## src/common/uhec_pkg.sv

```systemverilog
// ****************************************************************
// Endpoint 0 host control and status constants
// ****************************************************************
package uhec_pkg;

  localparam int ADDR_W = 8;
  localparam int DATA_W = 16;

  // Register offsets
  localparam logic [ADDR_W-1:0] CSR_ADDR = 8'h00;
  localparam logic [ADDR_W-1:0] SVC_ADDR = 8'h04;

  // Control and status field positions
  localparam int BIT_UNLOCK = 10;
  localparam int BIT_TOGGLE = 9;
  localparam int BIT_DISCARD = 8;
  localparam int BIT_NAKHALT = 7;
  localparam int BIT_STATUS = 6;
  localparam int BIT_INREQ = 5;
  localparam int BIT_ERROR = 4;
  localparam int BIT_SETUP = 3;
  localparam int BIT_STALL = 2;
  localparam int BIT_TXLOAD = 1;
  localparam int BIT_RXAVAIL = 0;
  localparam int BIT_RXSVC = 0;

  // Values after reset
  localparam logic [DATA_W-1:0] CSR_RESET = 16'h0000;
  localparam logic FLAG_RESET = 1'b0;

  // Counts
  localparam int NAK_W = 8;
  localparam logic [1:0] NO_RESPONSE_LIMIT = 2'h3;

  typedef enum logic [1:0] {
    UHEC_KIND_SETUP = 2'b00,
    UHEC_KIND_OUT = 2'b01,
    UHEC_KIND_IN = 2'b10
  } uhec_kind_t;

  // Flag set by hardware, cleared by a zero written in its field
  function automatic logic uhec_sticky(input logic q, input logic set, input logic wr,
                                       input logic wbit);
    uhec_sticky = set | (q & ~(wr & ~wbit));
  endfunction : uhec_sticky

endpackage : uhec_pkg

```

## src/common/uhec_txn_if.sv

```systemverilog
`timescale 1ns/1ps
`default_nettype none
// ****************************************************************
// Link outcome events between control logic and retry tracker
// ****************************************************************
interface uhec_txn_if #(parameter int NAK_W = 8);
  logic nak;
  logic no_response;
  logic responded;
  logic restart;
  logic [NAK_W-1:0] nak_limit;
  logic nak_expired;
  logic retry_exhausted;

  modport ctrl (output nak, output no_response, output responded, output restart,
                output nak_limit, input nak_expired, input retry_exhausted);
  modport tracker (input nak, input no_response, input responded, input restart,
                   input nak_limit, output nak_expired, output retry_exhausted);
endinterface : uhec_txn_if
`default_nettype wire

```

## src/logic/uhec_retry_tracker.sv

```systemverilog
`timescale 1ns/1ps
`default_nettype none
// ****************************************************************
// NAK and no-response counting for the active transaction
// ****************************************************************
module uhec_retry_tracker
  import uhec_pkg::*;
#(
  parameter int NAK_W = 8
) (
  input wire logic clk_sys_in,
  input wire logic reset_in,
  uhec_txn_if.tracker txn
);

  logic [NAK_W-1:0] nak_cnt_q;
  logic [NAK_W-1:0] nak_cnt_d;
  logic [1:0] miss_cnt_q;
  logic [1:0] miss_cnt_d;
  wire logic clear_w;
  wire logic third_miss_w;

  assign clear_w = txn.restart | txn.responded;
  // Limit zero disables the NAK halt
  assign txn.nak_expired = txn.nak & (txn.nak_limit != '0) & (nak_cnt_q >= txn.nak_limit);
  assign third_miss_w = txn.no_response & (miss_cnt_q == NO_RESPONSE_LIMIT - 2'h1);
  assign txn.retry_exhausted = third_miss_w;

  assign nak_cnt_d = (clear_w | txn.nak_expired | txn.no_response) ? '0 :
                     txn.nak ? nak_cnt_q + 1'b1 : nak_cnt_q;
  assign miss_cnt_d = (clear_w | txn.nak | third_miss_w) ? 2'h0 :
                      txn.no_response ? miss_cnt_q + 2'h1 : miss_cnt_q;

  always_ff @(posedge clk_sys_in or posedge reset_in) begin
    if (reset_in) begin
      nak_cnt_q <= '0;
      miss_cnt_q <= 2'h0;
    end else begin
      nak_cnt_q <= nak_cnt_d;
      miss_cnt_q <= miss_cnt_d;
    end
  end
endmodule : uhec_retry_tracker
`default_nettype wire

```

## src/logic/uhec_ep0_ctrl.sv

```systemverilog
// Chosen here: the plain strobed port and the placing of the registers.
`timescale 1ns/1ps
`default_nettype none
// ****************************************************************
// Endpoint 0 host control and status
// ****************************************************************
module uhec_ep0_ctrl
  import uhec_pkg::*;
#(
  parameter int NAK_LIMIT_W = NAK_W
) (
  input wire logic clk_sys_in,
  input wire logic reset_in,
  input wire logic [ADDR_W-1:0] reg_addr_in,
  input wire logic [DATA_W-1:0] reg_wdata_in,
  input wire logic reg_wr_in,
  input wire logic reg_rd_in,
  output logic [DATA_W-1:0] reg_rdata_out,
  input wire logic [NAK_LIMIT_W-1:0] ep0_nak_limit_in,
  input wire logic link_ack_in,
  input wire logic link_data_rcvd_in,
  input wire logic link_stall_in,
  input wire logic link_nak_in,
  input wire logic link_no_response_in,
  output logic txn_req_out,
  output logic [1:0] txn_kind_out,
  output logic txn_data1_out,
  output logic fifo_discard_out,
  output logic ep0_event_out
);

  // ****************************************************************
  // State
  // ****************************************************************
  logic toggle_q;
  logic toggle_d;
  logic unlock_q;
  logic unlock_d;
  logic nak_halt_q;
  logic nak_halt_d;
  logic status_q;
  logic status_d;
  logic in_req_q;
  logic in_req_d;
  logic error_q;
  logic error_d;
  logic setup_q;
  logic setup_d;
  logic stall_q;
  logic stall_d;
  logic tx_loaded_q;
  logic tx_loaded_d;
  logic rx_avail_q;
  logic rx_avail_d;
  logic discard_q;
  logic event_q;
  logic event_d;
  logic [DATA_W-1:0] rdata_q;
  logic [DATA_W-1:0] rdata_d;

  uhec_txn_if #(.NAK_W(NAK_LIMIT_W)) txn ();

  // ****************************************************************
  // Register decode
  // ****************************************************************
  wire logic csr_wr_w;
  wire logic svc_wr_w;
  wire logic csr_rd_w;
  wire logic toggle_wr_w;
  wire logic discard_req_w;
  wire logic discard_ok_w;
  wire logic rx_service_w;
  wire logic [DATA_W-1:0] csr_value_w;

  assign csr_wr_w = reg_wr_in & (reg_addr_in == CSR_ADDR);
  assign svc_wr_w = reg_wr_in & (reg_addr_in == SVC_ADDR);
  assign csr_rd_w = reg_rd_in & (reg_addr_in == CSR_ADDR);
  assign toggle_wr_w = csr_wr_w & unlock_q;
  assign discard_req_w = csr_wr_w & reg_wdata_in[BIT_DISCARD];
  assign discard_ok_w = discard_req_w & (tx_loaded_q | rx_avail_q);
  assign rx_service_w = svc_wr_w & reg_wdata_in[BIT_RXSVC];

  assign csr_value_w = {5'h00, unlock_q, toggle_q, 1'b0, nak_halt_q, status_q, in_req_q,
                        error_q, setup_q, stall_q, tx_loaded_q, rx_avail_q};

  // ****************************************************************
  // Transaction request and outcome
  // ****************************************************************
  wire logic halted_w;
  wire logic is_in_w;
  wire logic tx_done_w;
  wire logic rx_done_w;
  wire logic stall_ev_w;
  wire logic error_ev_w;

  assign halted_w = nak_halt_q | error_q | stall_q;
  assign txn_req_out = (tx_loaded_q | (in_req_q & ~rx_avail_q)) & ~halted_w;
  assign is_in_w = ~tx_loaded_q;
  assign txn_kind_out = is_in_w ? UHEC_KIND_IN :
                        setup_q ? UHEC_KIND_SETUP : UHEC_KIND_OUT;
  assign txn_data1_out = status_q | (~is_in_w & ~setup_q & toggle_q) |
                         (is_in_w & toggle_q);

  assign tx_done_w = txn_req_out & ~is_in_w & link_ack_in;
  assign rx_done_w = txn_req_out & is_in_w & link_data_rcvd_in;
  assign stall_ev_w = txn_req_out & link_stall_in;
  assign error_ev_w = txn_req_out & txn.retry_exhausted;

  assign txn.nak = txn_req_out & link_nak_in;
  assign txn.no_response = txn_req_out & link_no_response_in;
  assign txn.responded = txn_req_out & (link_ack_in | link_data_rcvd_in | link_stall_in);
  assign txn.restart = ~txn_req_out;
  assign txn.nak_limit = ep0_nak_limit_in;

  uhec_retry_tracker #(
    .NAK_W(NAK_LIMIT_W)
  ) u_tracker (
    .clk_sys_in(clk_sys_in),
    .reset_in(reset_in),
    .txn(txn.tracker)
  );

  // ****************************************************************
  // Next-state selection
  // ****************************************************************
  assign unlock_d = toggle_wr_w ? 1'b0 : (csr_wr_w & reg_wdata_in[BIT_UNLOCK]) ? 1'b1 :
                    unlock_q;
  assign toggle_d = toggle_wr_w ? reg_wdata_in[BIT_TOGGLE] :
                    (tx_done_w | rx_done_w) ? ~txn_data1_out : toggle_q;

  assign tx_loaded_d = (tx_loaded_q & ~tx_done_w & ~discard_ok_w) |
                       (csr_wr_w & reg_wdata_in[BIT_TXLOAD] & ~reg_wdata_in[BIT_DISCARD]);
  assign rx_avail_d = rx_done_w | (rx_avail_q & ~rx_service_w & ~discard_ok_w);
  assign in_req_d = (in_req_q & ~rx_done_w) | (csr_wr_w & reg_wdata_in[BIT_INREQ]);
  assign status_d = csr_wr_w ? reg_wdata_in[BIT_STATUS] :
                    status_q & ~(tx_done_w | rx_done_w);
  assign setup_d = csr_wr_w ? reg_wdata_in[BIT_SETUP] : setup_q & ~tx_done_w;

  assign nak_halt_d = uhec_sticky(nak_halt_q, txn.nak_expired, csr_wr_w,
                                  reg_wdata_in[BIT_NAKHALT]);
  assign error_d = uhec_sticky(error_q, error_ev_w, csr_wr_w, reg_wdata_in[BIT_ERROR]);
  assign stall_d = uhec_sticky(stall_q, stall_ev_w, csr_wr_w, reg_wdata_in[BIT_STALL]);

  assign event_d = tx_done_w | rx_done_w | error_ev_w;
  assign rdata_d = csr_rd_w ? csr_value_w : CSR_RESET;

  // ****************************************************************
  // Registers
  // ****************************************************************
  always_ff @(posedge clk_sys_in or posedge reset_in) begin
    if (reset_in) begin
      toggle_q <= FLAG_RESET;
      unlock_q <= FLAG_RESET;
      nak_halt_q <= FLAG_RESET;
      status_q <= FLAG_RESET;
      in_req_q <= FLAG_RESET;
      error_q <= FLAG_RESET;
      setup_q <= FLAG_RESET;
      stall_q <= FLAG_RESET;
      tx_loaded_q <= FLAG_RESET;
      rx_avail_q <= FLAG_RESET;
    end else begin
      toggle_q <= toggle_d;
      unlock_q <= unlock_d;
      nak_halt_q <= nak_halt_d;
      status_q <= status_d;
      in_req_q <= in_req_d;
      error_q <= error_d;
      setup_q <= setup_d;
      stall_q <= stall_d;
      tx_loaded_q <= tx_loaded_d;
      rx_avail_q <= rx_avail_d;
    end
  end

  always_ff @(posedge clk_sys_in or posedge reset_in) begin
    if (reset_in) begin
      discard_q <= FLAG_RESET;
      event_q <= FLAG_RESET;
      rdata_q <= CSR_RESET;
    end else begin
      discard_q <= discard_ok_w;
      event_q <= event_d;
      rdata_q <= rdata_d;
    end
  end

  assign fifo_discard_out = discard_q;
  assign ep0_event_out = event_q;
  assign reg_rdata_out = rdata_q;
endmodule : uhec_ep0_ctrl
`default_nettype wire

```

## config.mk

```make
export PLATFORM = sky130hd
export DESIGN_NAME = uhec_ep0_ctrl
export DESIGN_NICKNAME = d
export VERILOG_FILES = /design/src/common/uhec_pkg.sv /design/src/common/uhec_txn_if.sv /design/src/logic/uhec_retry_tracker.sv /design/src/logic/uhec_ep0_ctrl.sv
export SDC_FILE = /design/constraint.sdc
export NUM_CORES = 1
export LEC_CHECK = 0
export BUFFER_PORTS_ARGS = -buffer_cell sky130_fd_sc_hd__buf_4
export CAP_MARGIN = 10
export CORE_ASPECT_RATIO = 0.9
export CORE_MARGIN = 2
export CORE_UTILIZATION = 28
export DETAILED_ROUTE_END_ITERATION = 8
export PLACE_DENSITY = 0.57
export SLEW_MARGIN = 15
export SYNTH_ARGS = -nofsm -noshare
export SYNTH_HDL_FRONTEND = slang
export SYNTH_HIERARCHICAL = 1
export SYNTH_SLANG_ARGS = --single-unit
```

## constraint.sdc

```tcl
create_clock -name clk_sys_in -period 1.9 [get_ports clk_sys_in]
set_input_delay 0.38 -clock clk_sys_in [delete_from_list [all_inputs] [get_ports clk_sys_in]]
set_output_delay 0.38 -clock clk_sys_in [all_outputs]
set_load 0.01 [all_outputs]
```

==> results of run 1 <==
==> power breakdown <==
group	switching, W	internal (W)	total (W)
Clock	0.000248	0.000289	0.000536
Combinational	0.000111	0.000122	0.000233
Sequential	0.0000170	0.000705	0.000722
Total	0.000375	0.00112	0.00149
==> path summary, 6_finish.rpt <==
check | start | end | slack (ns)
min in group clk_sys_in | reg_wdata_in[8] | tx_loaded_q$_DFF_PP0_ | 0.30
max | u_tracker/nak_cnt_q[0]$_DFFE_PP0P_ | nak_halt_q$_DFF_PP0_ | 0.06
min reg2reg | unlock_q$_DFFE_PP0P_ | unlock_q$_DFFE_PP0P_ | 0.49
max in group asynchronous | reset_in | fifo_discard_out$_DFF_PP0_ | 1.54
min | reset_in | u_tracker/nak_cnt_q[3]$_DFFE_PP0P_ | 0.08
max reg2reg | u_tracker/nak_cnt_q[0]$_DFFE_PP0P_ | nak_halt_q$_DFF_PP0_ | 0.06
==> final cells by class <==
| class | count | area (sq um) | share of cell area, % |
|---|---|---|---|
| clock buffer | 6 | 82.6 | 3.10 |
| clock inverter | 2 | 10.0 | 0.376 |
| inverter | 20 | 75.1 | 2.82 |
| multi-input combinational | 129 | 1040 | 39.0 |
| sequential | 32 | 801 | 30.0 |
| tap | 90 | 113 | 4.23 |
| timing repair buffer | 72 | 544 | 20.4 |
==> per-layer routing <==
metal | vias to the layer above | GRT usage (%) | part of all wire [%]
met5 | - | 0 | 0
met2 | 36 | 22.6 | 48
met4 | 0 | 4.15 | 0.89
met1 | 761 | 16.2 | 47
li1 | 820 | - | -
met3 | 5 | 3.03 | 4.0
==> cells in the final DEF (no fill, tap or decap), types with 4 or more instances in the layout <==
| cell type | count |
|---|---|
| dfrtp_1 | 32 |
| nor2_1 | 10 |
| clkbuf_8 | 6 |
| nor4_1 | 7 |
| and2_1 | 9 |
| nor3_2 | 4 |
| conb_1 | 6 |
| nand3_1 | 7 |
| inv_1 | 18 |
| nand4_1 | 4 |
| ha_1 | 9 |
| buf_4 | 71 |
| nand2_1 | 4 |
| o21ai_0 | 4 |
==> stage by stage <==
step                      worst slack (ns)  util [%]  total power [W]  instance area [sq um]  TNS [ns]
after floorplan                     0.0220         -         0.000853                   1920         0
after global placement              -0.127      38.1         0.000962                   2500    -0.515
after detailed placement            -0.165      38.1         0.000964                   2500    -0.723
after CTS                          0.00463      39.7          0.00150                   2600         0
after global routing               -0.0244      40.7          0.00157                   2670   -0.0635
final                               0.0599      40.7          0.00149                   2670         0
==> cell families after synthesis <==
kind of cell / after synthesis / synth area share (%)
simple gates: 67 / 22.2
mux: 5 / 2.97
compound gates: 36 / 15.5
buf+inv: 31 / 7.93
xor+xnor: 5 / 2.31
fa+ha+maj: 10 / 6.61
other cells: 1 / 0.198
flops: 32 / 42.3
==> what timing repair did <==
action,in CTS,in global routing
endpoints found under the setup margin,4,9
resized for setup,2,16
pin swaps,2,7
hold buffers,0,0
==> metrics.csv, run 1 <==
metric,value,unit
grt_use_total,13.0,%
crit_arrival,1.99,ns
cp_max_fo,5,
cpMostUsedCell,nand2b_4,
p_per_area,560,nW/um^2
htree_levels,2,
die_x,90.7,um
vias,1622,
grt_pass1_vias,1629,
largest_register_ffs,10,
holdWs,0.0756,ns
r2r_cells,7,
initial_utilization,28.9,%
crit_required,2.05,ns
wl_per_cell,12.8,um
grt_pass1_wl,7.62,mm
fmax,543,MHz
grt_antenna_before_repair,0,
drive_gt1_share,40.6,%
routed_via_density,4.62,
core_region_area,6550,sq um
path_depth,7,
path_class,flip-flop to flip-flop,
drc,0,
worst_pin_slew,0.546,ns
netlist_area,1890,sq um
fin_crit_sh,96.8,%
tritoncts,yes,
die_h,82.0,um
fillers,664,
total_leakage_power,1.27,nW
ios,63,
synth_area_leaders,"dfrtp_1 42%, ha_1 6.6%, inv_1 4.0%, and2_1 3.3%, buf_4 2.8%",
areaGrowthSynthToFinish,40.7,%
setup_viol,0,
clk_latency,0.28,ns
layout.cells.non_filler,351,
drt_iter0_drc,42,
ys.flop_type,dfrtp_1,
place_inst,343,
dr.pass1.iters,4,
cts.sinks,32,
critical_path.max_stage_delay,0.44,ns
clock-root-buffer,clkbuf_8,
peakVddDrop,0.271,mV
async_flop_share,100,%
num_rows,28,
nets,311,
drt_wl_total,4.49,mm
synth_most_common_cell,dfrtp_1,
grt_overflow,0,
worstSetupEndpointType,flip-flop,
final-hold-violation-count,0,
slew_headroom,63.1,%
synth.distinct_cells,54,
antennaDiodeCount,0,
fin_skew,0.00790,ns
cap_violations,0,
cts_inserted_buffers,5,
synth_edf_count,0,
dp_hpwl,3.62,mm
drv_slew,0,
ys.warnings.count,6,
fp.dieArea,7440,sq um
rsz0062_at_grt,yes,
clk_pin_slew,0.07,ns
gp_congestion,0.800,
ant_nets,0,
path_cells,inv_2 > ha_4 > nand2b_4 > a2111oi_4 > o32ai_4 > and2_4 > nand2b_4,
synth-seq-cells,32,
synth_largest_area_cell,dfrtp_1,
startpoint_type,flip-flop,
worst-path-buf-inv,1,
grt_start_max_net_pins,23,
crit_family,compound AO/OA/AOI/OAI gates,
seq_area_frac_synth,42.3,%
min_period,1.84,ns
cts_setup_buffers,0,
synth_cells,187,
cts_buffer_depth,2,
hold_path.class,primary input to asynchronous set/reset pin,
buffer_ports.inserted,51,
status,"finished, final reports clean",
syn_area_per_cell,10.1,sq um
netlist_top_cells_count,"32 x dfrtp_1, 20 x inv_1, 10 x and2_1, 10 x ha_1, 10 x nor2_1",
synth_top_area_share,42.3,%
crit_slowest_cell,a2111oi_4,
Power figures use the tool's default switching activity.
==> inputs of run 2 (changes only) <==
--- a/config.mk
+++ b/config.mk
@@ -7,7 +7,6 @@
 export LEC_CHECK = 0
 export BUFFER_PORTS_ARGS = -buffer_cell sky130_fd_sc_hd__buf_4
 export CAP_MARGIN = 10
-export CORE_ASPECT_RATIO = 0.9
 export CORE_MARGIN = 2
 export CORE_UTILIZATION = 28
 export DETAILED_ROUTE_END_ITERATION = 8
==> run 2 against run 1 <==
Compared with the run above: fmax down 0.39%; critical path type unchanged; count of clock-buffer cells in the layout unchanged; register-to-register slack about the same; setup slack worse by 0.0071 ns; routed wire length up 4.6%; clock skew up 0.0061 ns.
==> metrics.csv, run 2 (synthesis results as in run 1) <==
metric,value,unit,change
min_period,1.85,ns,+0.00713 ns
antennaDiodeCount,0,,unchanged
final-hold-violation-count,0,,unchanged
grt_pass1_wl,7.89,mm,+3.6%
tritoncts,yes,,
htree_levels,2,,unchanged
clk_latency,0.29,ns,about the same
crit_family,compound AO/OA/AOI/OAI gates,,
grt_use_total,13.4,%,+0.40 points
p_per_area,585,nW/um^2,+4.5%
critical_path.max_stage_delay,0.41,ns,-0.03 ns
clk_pin_slew,0.08,ns,about the same
status,"finished, final reports clean",,
dr.pass1.iters,4,,unchanged
layout_commonest_cell,buf_4,,
fin_skew,0.0140,ns,+0.00608 ns
initial_utilization,29.3,%,+0.41 points
wl_per_cell,13.6,um,+6.1%
crit_arrival,2.03,ns,+0.04 ns
setup_viol,0,,unchanged
path_class,flip-flop to flip-flop,,
layout.cells.non_filler,346,,-1.4%
place_inst,335,,-2.3%
peakVddDrop,0.482,mV,+78%
grt_busiest_layer,met2,,
grt_util_met1,16.5,%,+0.29 points
ios,63,,unchanged
crit_required,2.08,ns,+0.03 ns
hold_buffers,0,,unchanged
r2r_cells,7,,unchanged
layout_common_cells,"77 x buf_4, 32 x dfrtp_1, 18 x inv_1, 10 x nor2_1",,
slew_headroom,62.4,%,-0.72 points
num_rows,29,,+3.6%
drive_gt1_share,42.0,%,+1.4 points
worstSetupEndpointType,flip-flop,,
clock-root-buffer,clkbuf_8,,
cts.sinks,32,,unchanged
worst-path-buf-inv,2,,+1
cts_inserted_buffers,5,,unchanged
p_total,0.00160,W,+7.5%
fin_tns_setup,0,ns,unchanged
worst_pin_slew,0.557,ns,+0.0107 ns
grt_use_met3,3.90,%,+0.88 points
crit_slowest_cell,a2111oi_4,,
drt_iter0_drc,57,,+36%
die_h,86.3,um,+5.1%
cap_violations,0,,unchanged
grt_pass1_vias,1708,,+4.8%
hold_path.class,primary input to asynchronous set/reset pin,,
gp_congestion,0.794,,-0.73%
path_depth,7,,unchanged
drc,0,,unchanged
rsz0062_at_grt,yes,,
total_leakage_power,1.32,nW,+4.2%
drt_wl_total,4.70,mm,+4.6%
vias,1654,,+2.0%
routed_via_density,4.78,,+3.4%
use_met2,23.5,%,+0.86 points
core_region_area,6460,sq um,-1.4%
die_x,86.3,um,-4.9%
grt_antenna_before_repair,0,,unchanged
nets,319,,+2.6%
cts_buffer_depth,2,,unchanged
largest_register_ffs,10,,unchanged
startpoint_type,flip-flop,,
drv_slew,0,,unchanged
buffer_ports.inserted,51,,unchanged
ant_nets,0,,unchanged
grt_overflow,0,,unchanged
grt_start_max_net_pins,23,,unchanged
path_cells,inv_2 > ha_4 > nand2b_4 > a2111oi_4 > o32ai_4 > buf_6 > a211oi_2,,
fp.dieArea,7440,sq um,about the same
fmax,541,MHz,-0.39%
cp_max_fo,5,,unchanged
fin_crit_sh,97.2,%,+0.38 points
dp_hpwl,3.74,mm,+3.2%
areaGrowthSynthToFinish,44.7,%,
[run 2: path summary, 6_finish.rpt]
path | endpoint | start | slack (ns)
worst max-delay path | u_tracker/nak_cnt_q[6]$_DFFE_PP0P_ | u_tracker/nak_cnt_q[0]$_DFFE_PP0P_ | 0.05
worst min-delay path | u_tracker/nak_cnt_q[0]$_DFFE_PP0P_ | reset_in | 0.07
worst max register to register | u_tracker/nak_cnt_q[6]$_DFFE_PP0P_ | u_tracker/nak_cnt_q[0]$_DFFE_PP0P_ | 0.05
worst min register to register | unlock_q$_DFFE_PP0P_ | unlock_q$_DFFE_PP0P_ | 0.49
max in group asynchronous | ep0_event_out$_DFF_PP0_ | reset_in | 1.53
min in group clk_sys_in | tx_loaded_q$_DFF_PP0_ | reg_wdata_in[8] | 0.30
[run 2: through the flow]
stage / setup WS (ns) / utilization (%) / hold slack, ns / instance area (sq um)
6_report: 0.0528 / 42.4 / 0.0731 / 2740
5_1_grt: -0.0335 / 42.4 / 0.108 / 2740
4_1_cts: 0.0139 / 41.3 / 0.0979 / 2670
3_5_place_dp: -0.188 / 39.0 / 0.407 / 2520
3_3_place_gp: -0.125 / 39.0 / 0.411 / 2520
2_1_floorplan: 0.0220 / - / 0.220 / 1920
[run 2: area by class of cell]
type	count	area (sq um)
Clock buffer	6	72.6
Clock inverter	2	35.0
Fill cell	655	3720
Inverter	20	75.1
Multi-Input combinational cell	129	1050
Sequential cell	32	801
Tap cell	77	96.3
Timing Repair Buffer	80	612
[run 2: power by group]
part,internal (W),switching [W]
clock network,0.000389,0.000260
logic,0.000119,0.000110
registers,0.000705,0.0000204
total,0.00121,0.000390
[run 2: what timing repair did]
item,CTS,global route
pin swaps,2,11
endpoints found under the setup margin,3,9
buffers inserted,2,1
resized for setup,4,17
[run 2: per-layer routing]
metal	wire (um)	part of all wire (%)
met1	1950	41
met2	2490	53
met3	229	4.9
met4	26	0.55
met5	0	0
==> inputs of run 3 (changes only) <==
--- a/config.mk
+++ b/config.mk
@@ -5,12 +5,12 @@
 export SDC_FILE = /design/constraint.sdc
 export NUM_CORES = 1
 export LEC_CHECK = 0
-export BUFFER_PORTS_ARGS = -buffer_cell sky130_fd_sc_hd__buf_4
+export BUFFER_PORTS_ARGS = -buffer_cell sky130_fd_sc_hd__buf_2
 export CAP_MARGIN = 10
 export CORE_MARGIN = 2
 export CORE_UTILIZATION = 28
 export DETAILED_ROUTE_END_ITERATION = 8
-export PLACE_DENSITY = 0.57
+export PLACE_DENSITY = 0.55
 export SLEW_MARGIN = 15
 export SYNTH_ARGS = -nofsm -noshare
 export SYNTH_HDL_FRONTEND = slang
==> constraint.sdc (replaced) <==
create_clock -name clk_sys_in -period 2.1 [get_ports clk_sys_in]
set_input_delay 0.42 -clock clk_sys_in [delete_from_list [all_inputs] [get_ports clk_sys_in]]
set_output_delay 0.42 -clock clk_sys_in [all_outputs]
set_load 0.01 [all_outputs]
==> run 3 against run 2 <==
Compared with the run above: sequential share of layout area increased by 4.7 points; first-iteration DRC count decreased by 1.8%; worst hold slack improved by 0.053 ns; count of clock-buffer cells in the layout unchanged; via count decreased by 6.3%; non-clock buffer count decreased by 23; final cell count decreased by 6.6%; final area decreased by 14%; largest cell class unchanged; global-route usage decreased by 0.86 points; critical path type unchanged; register-to-register slack improved by 0.09 ns; sequential cell count unchanged; highest routed layer unchanged; clock skew decreased by 0.0044 ns.
==> metrics.csv, run 3 (synthesis results as in run 1) <==
metric,value,unit,change
fillers,673,,+2.7%
holdWs,0.126,ns,+0.0531 ns
routed_via_density,4.80,,+0.32%
fin_tns_setup,0,ns,unchanged
reg2reg_from,u_tracker/nak_cnt_q[0]$_DFFE_PP0P_,,
crit_family,compound AO/OA/AOI/OAI gates,,
worstSetupEndpointType,flip-flop,,
drt_iter0_drc,56,,-1.8%
area.sequential,801,sq um,unchanged
fmax,511,MHz,-5.5%
drt_wl_total,4.41,mm,-6.2%
crit_arrival,2.11,ns,+0.08 ns
clk_latency,0.28,ns,about the same
cts_inserted_buffers,5,,unchanged
clock-root-buffer,clkbuf_8,,
fin_skew,0.00957,ns,-0.00441 ns
initial_utilization,29.3,%,unchanged
htree_levels,2,,unchanged
cpMostUsedCell,nand2b_1,,
grt_overflow,0,,unchanged
nets,296,,-7.2%
largest_register_ffs,10,,unchanged
clk_pin_slew,0.08,ns,about the same
grt_start_max_net_pins,23,,unchanged
r2r_slack,0.14,ns,+0.09 ns
grt_pass1_wl,7.33,mm,-7.1%
critical_path.max_stage_delay,0.40,ns,about the same
layout_commonest_cell,buf_2,,
die_x,86.3,um,unchanged
hold_path.class,primary input to asynchronous set/reset pin,,
core_region_area,6460,sq um,unchanged
grt_use_total,12.5,%,-0.86 points
cap_violations,0,,unchanged
ios,63,,unchanged
grt_pass1_vias,1550,,-9.3%
buffer_ports.inserted,51,,unchanged
wl_per_cell,13.7,um,+0.53%
fin_crit_sh,93.1,%,-4.1 points
peakVddDrop,0.272,mV,-44%
drc,0,,unchanged
multi_input_area,980,sq um,-6.6%
tritoncts,yes,,
fp.dieArea,7440,sq um,unchanged
cp_max_fo,8,,+3
die_h,86.3,um,unchanged
antennaDiodeCount,0,,unchanged
ant_nets,0,,unchanged
gp_congestion,0.781,,-1.7%
grt_antenna_before_repair,0,,unchanged
cts.sinks,32,,unchanged
min_period,1.96,ns,+0.108 ns
slew_headroom,61.0,%,-1.5 points
drive_gt1_share,32.1,%,-9.9 points
setup_viol,0,,unchanged
crit_slowest_cell,dfrtp_1,,
total_leakage_power,1.15,nW,-13%
worst_pin_slew,0.578,ns,+0.0210 ns
r2r-end,nak_halt_q$_DFF_PP0_,,
final-hold-violation-count,0,,unchanged
r2r_cells,7,,unchanged
p_per_area,598,nW/um^2,+2.2%
areaGrowthSynthToFinish,24.6,%,
rsz0062_at_grt,no,,
vias,1549,,-6.3%
layout_common_cells,"51 x buf_2, 32 x dfrtp_1, 19 x inv_1",,
path_class,flip-flop to flip-flop,,
status,"finished, final reports clean",,
path_cells,inv_1 > ha_1 > nand2b_1 > a2111oi_4 > o32ai_4 > and2_2 > nand2b_1,,
hold_buffers,0,,unchanged
num_rows,29,,unchanged
crit_required,2.26,ns,+0.18 ns
dp_hpwl,3.46,mm,-7.5%
dr.pass1.iters,5,,+1
cts_buffer_depth,2,,unchanged
drv_slew,0,,unchanged
worst-path-buf-inv,1,,-1
startpoint_type,flip-flop,,
## run 3: changes by cell type in the layout (fill, tap and decap cells not counted), moves of 3 or more
cell,before,now
a211oi_2,3,0
buf_2,0,51
buf_4,77,6
buf_6,3,0
a211oi_1,2,5
## run 3: final cells by class
cell class | count | area share (%)
Clock buffer | 6 | 3.08
Clock inverter | 2 | 1.48
Inverter | 20 | 3.18
Multi-Input combinational cell | 129 | 41.5
Sequential cell | 32 | 33.9
Tap cell | 77 | 4.08
Timing Repair Buffer | 57 | 12.7
## run 3: worst max-delay path by stage
stage	from	slack (ns)	cells past startpoint	to
5_1_grt	error_q$_DFF_PP0_	0.01	8	u_tracker/nak_cnt_q[6]$_DFFE_PP0P_
4_1_cts	nak_halt_q$_DFF_PP0_	0.05	7	u_tracker/nak_cnt_q[7]$_DFFE_PP0P_
2_1_floorplan	nak_halt_q$_DFF_PP0_	0.12	7	u_tracker/nak_cnt_q[7]$_DFFE_PP0P_
6_report	u_tracker/nak_cnt_q[0]$_DFFE_PP0P_	0.14	7	nak_halt_q$_DFF_PP0_
3_3_place_gp	ep0_nak_limit_in[0]	0.03	7	nak_halt_q$_DFF_PP0_
3_5_place_dp	ep0_nak_limit_in[0]	0.02	7	nak_halt_q$_DFF_PP0_
## run 3: per-stage QoR
| step | util, % | setup slack, ns | instances | total power, W | instance area (sq um) |
|---|---|---|---|---|---|
| after floorplan | - | 0.117 | 192 | 0.000771 | 1910 |
| after global placement | 34.6 | 0.0283 | 315 | 0.000835 | 2230 |
| after detailed placement | 34.6 | 0.0225 | 315 | 0.000837 | 2230 |
| after CTS | 36.3 | 0.0528 | 323 | 0.00143 | 2340 |
| after global routing | 36.5 | 0.00980 | 323 | 0.00149 | 2360 |
| final | 36.5 | 0.144 | 323 | 0.00141 | 2360 |
## run 3: what timing repair did
item	in CTS	in global routing
endpoints found under the setup margin	0	4
setup buffers	0	0
gates resized for setup	0	4
## run 3: per-layer routing
| layer | share of wire, % | track usage [%] |
|---|---|---|
| met3 | 5.2 | 3.14 |
| met5 | 0 | 0 |
| met2 | 47 | 19.9 |
| met4 | 0.57 | 3.84 |
| met1 | 47 | 16.9 |
## run 3: power breakdown
part           leakage (nW)  switching, W  internal (W)
registers             0.434     0.0000212      0.000638
clock network        0.0552      0.000234      0.000352
logic                 0.655     0.0000900     0.0000762
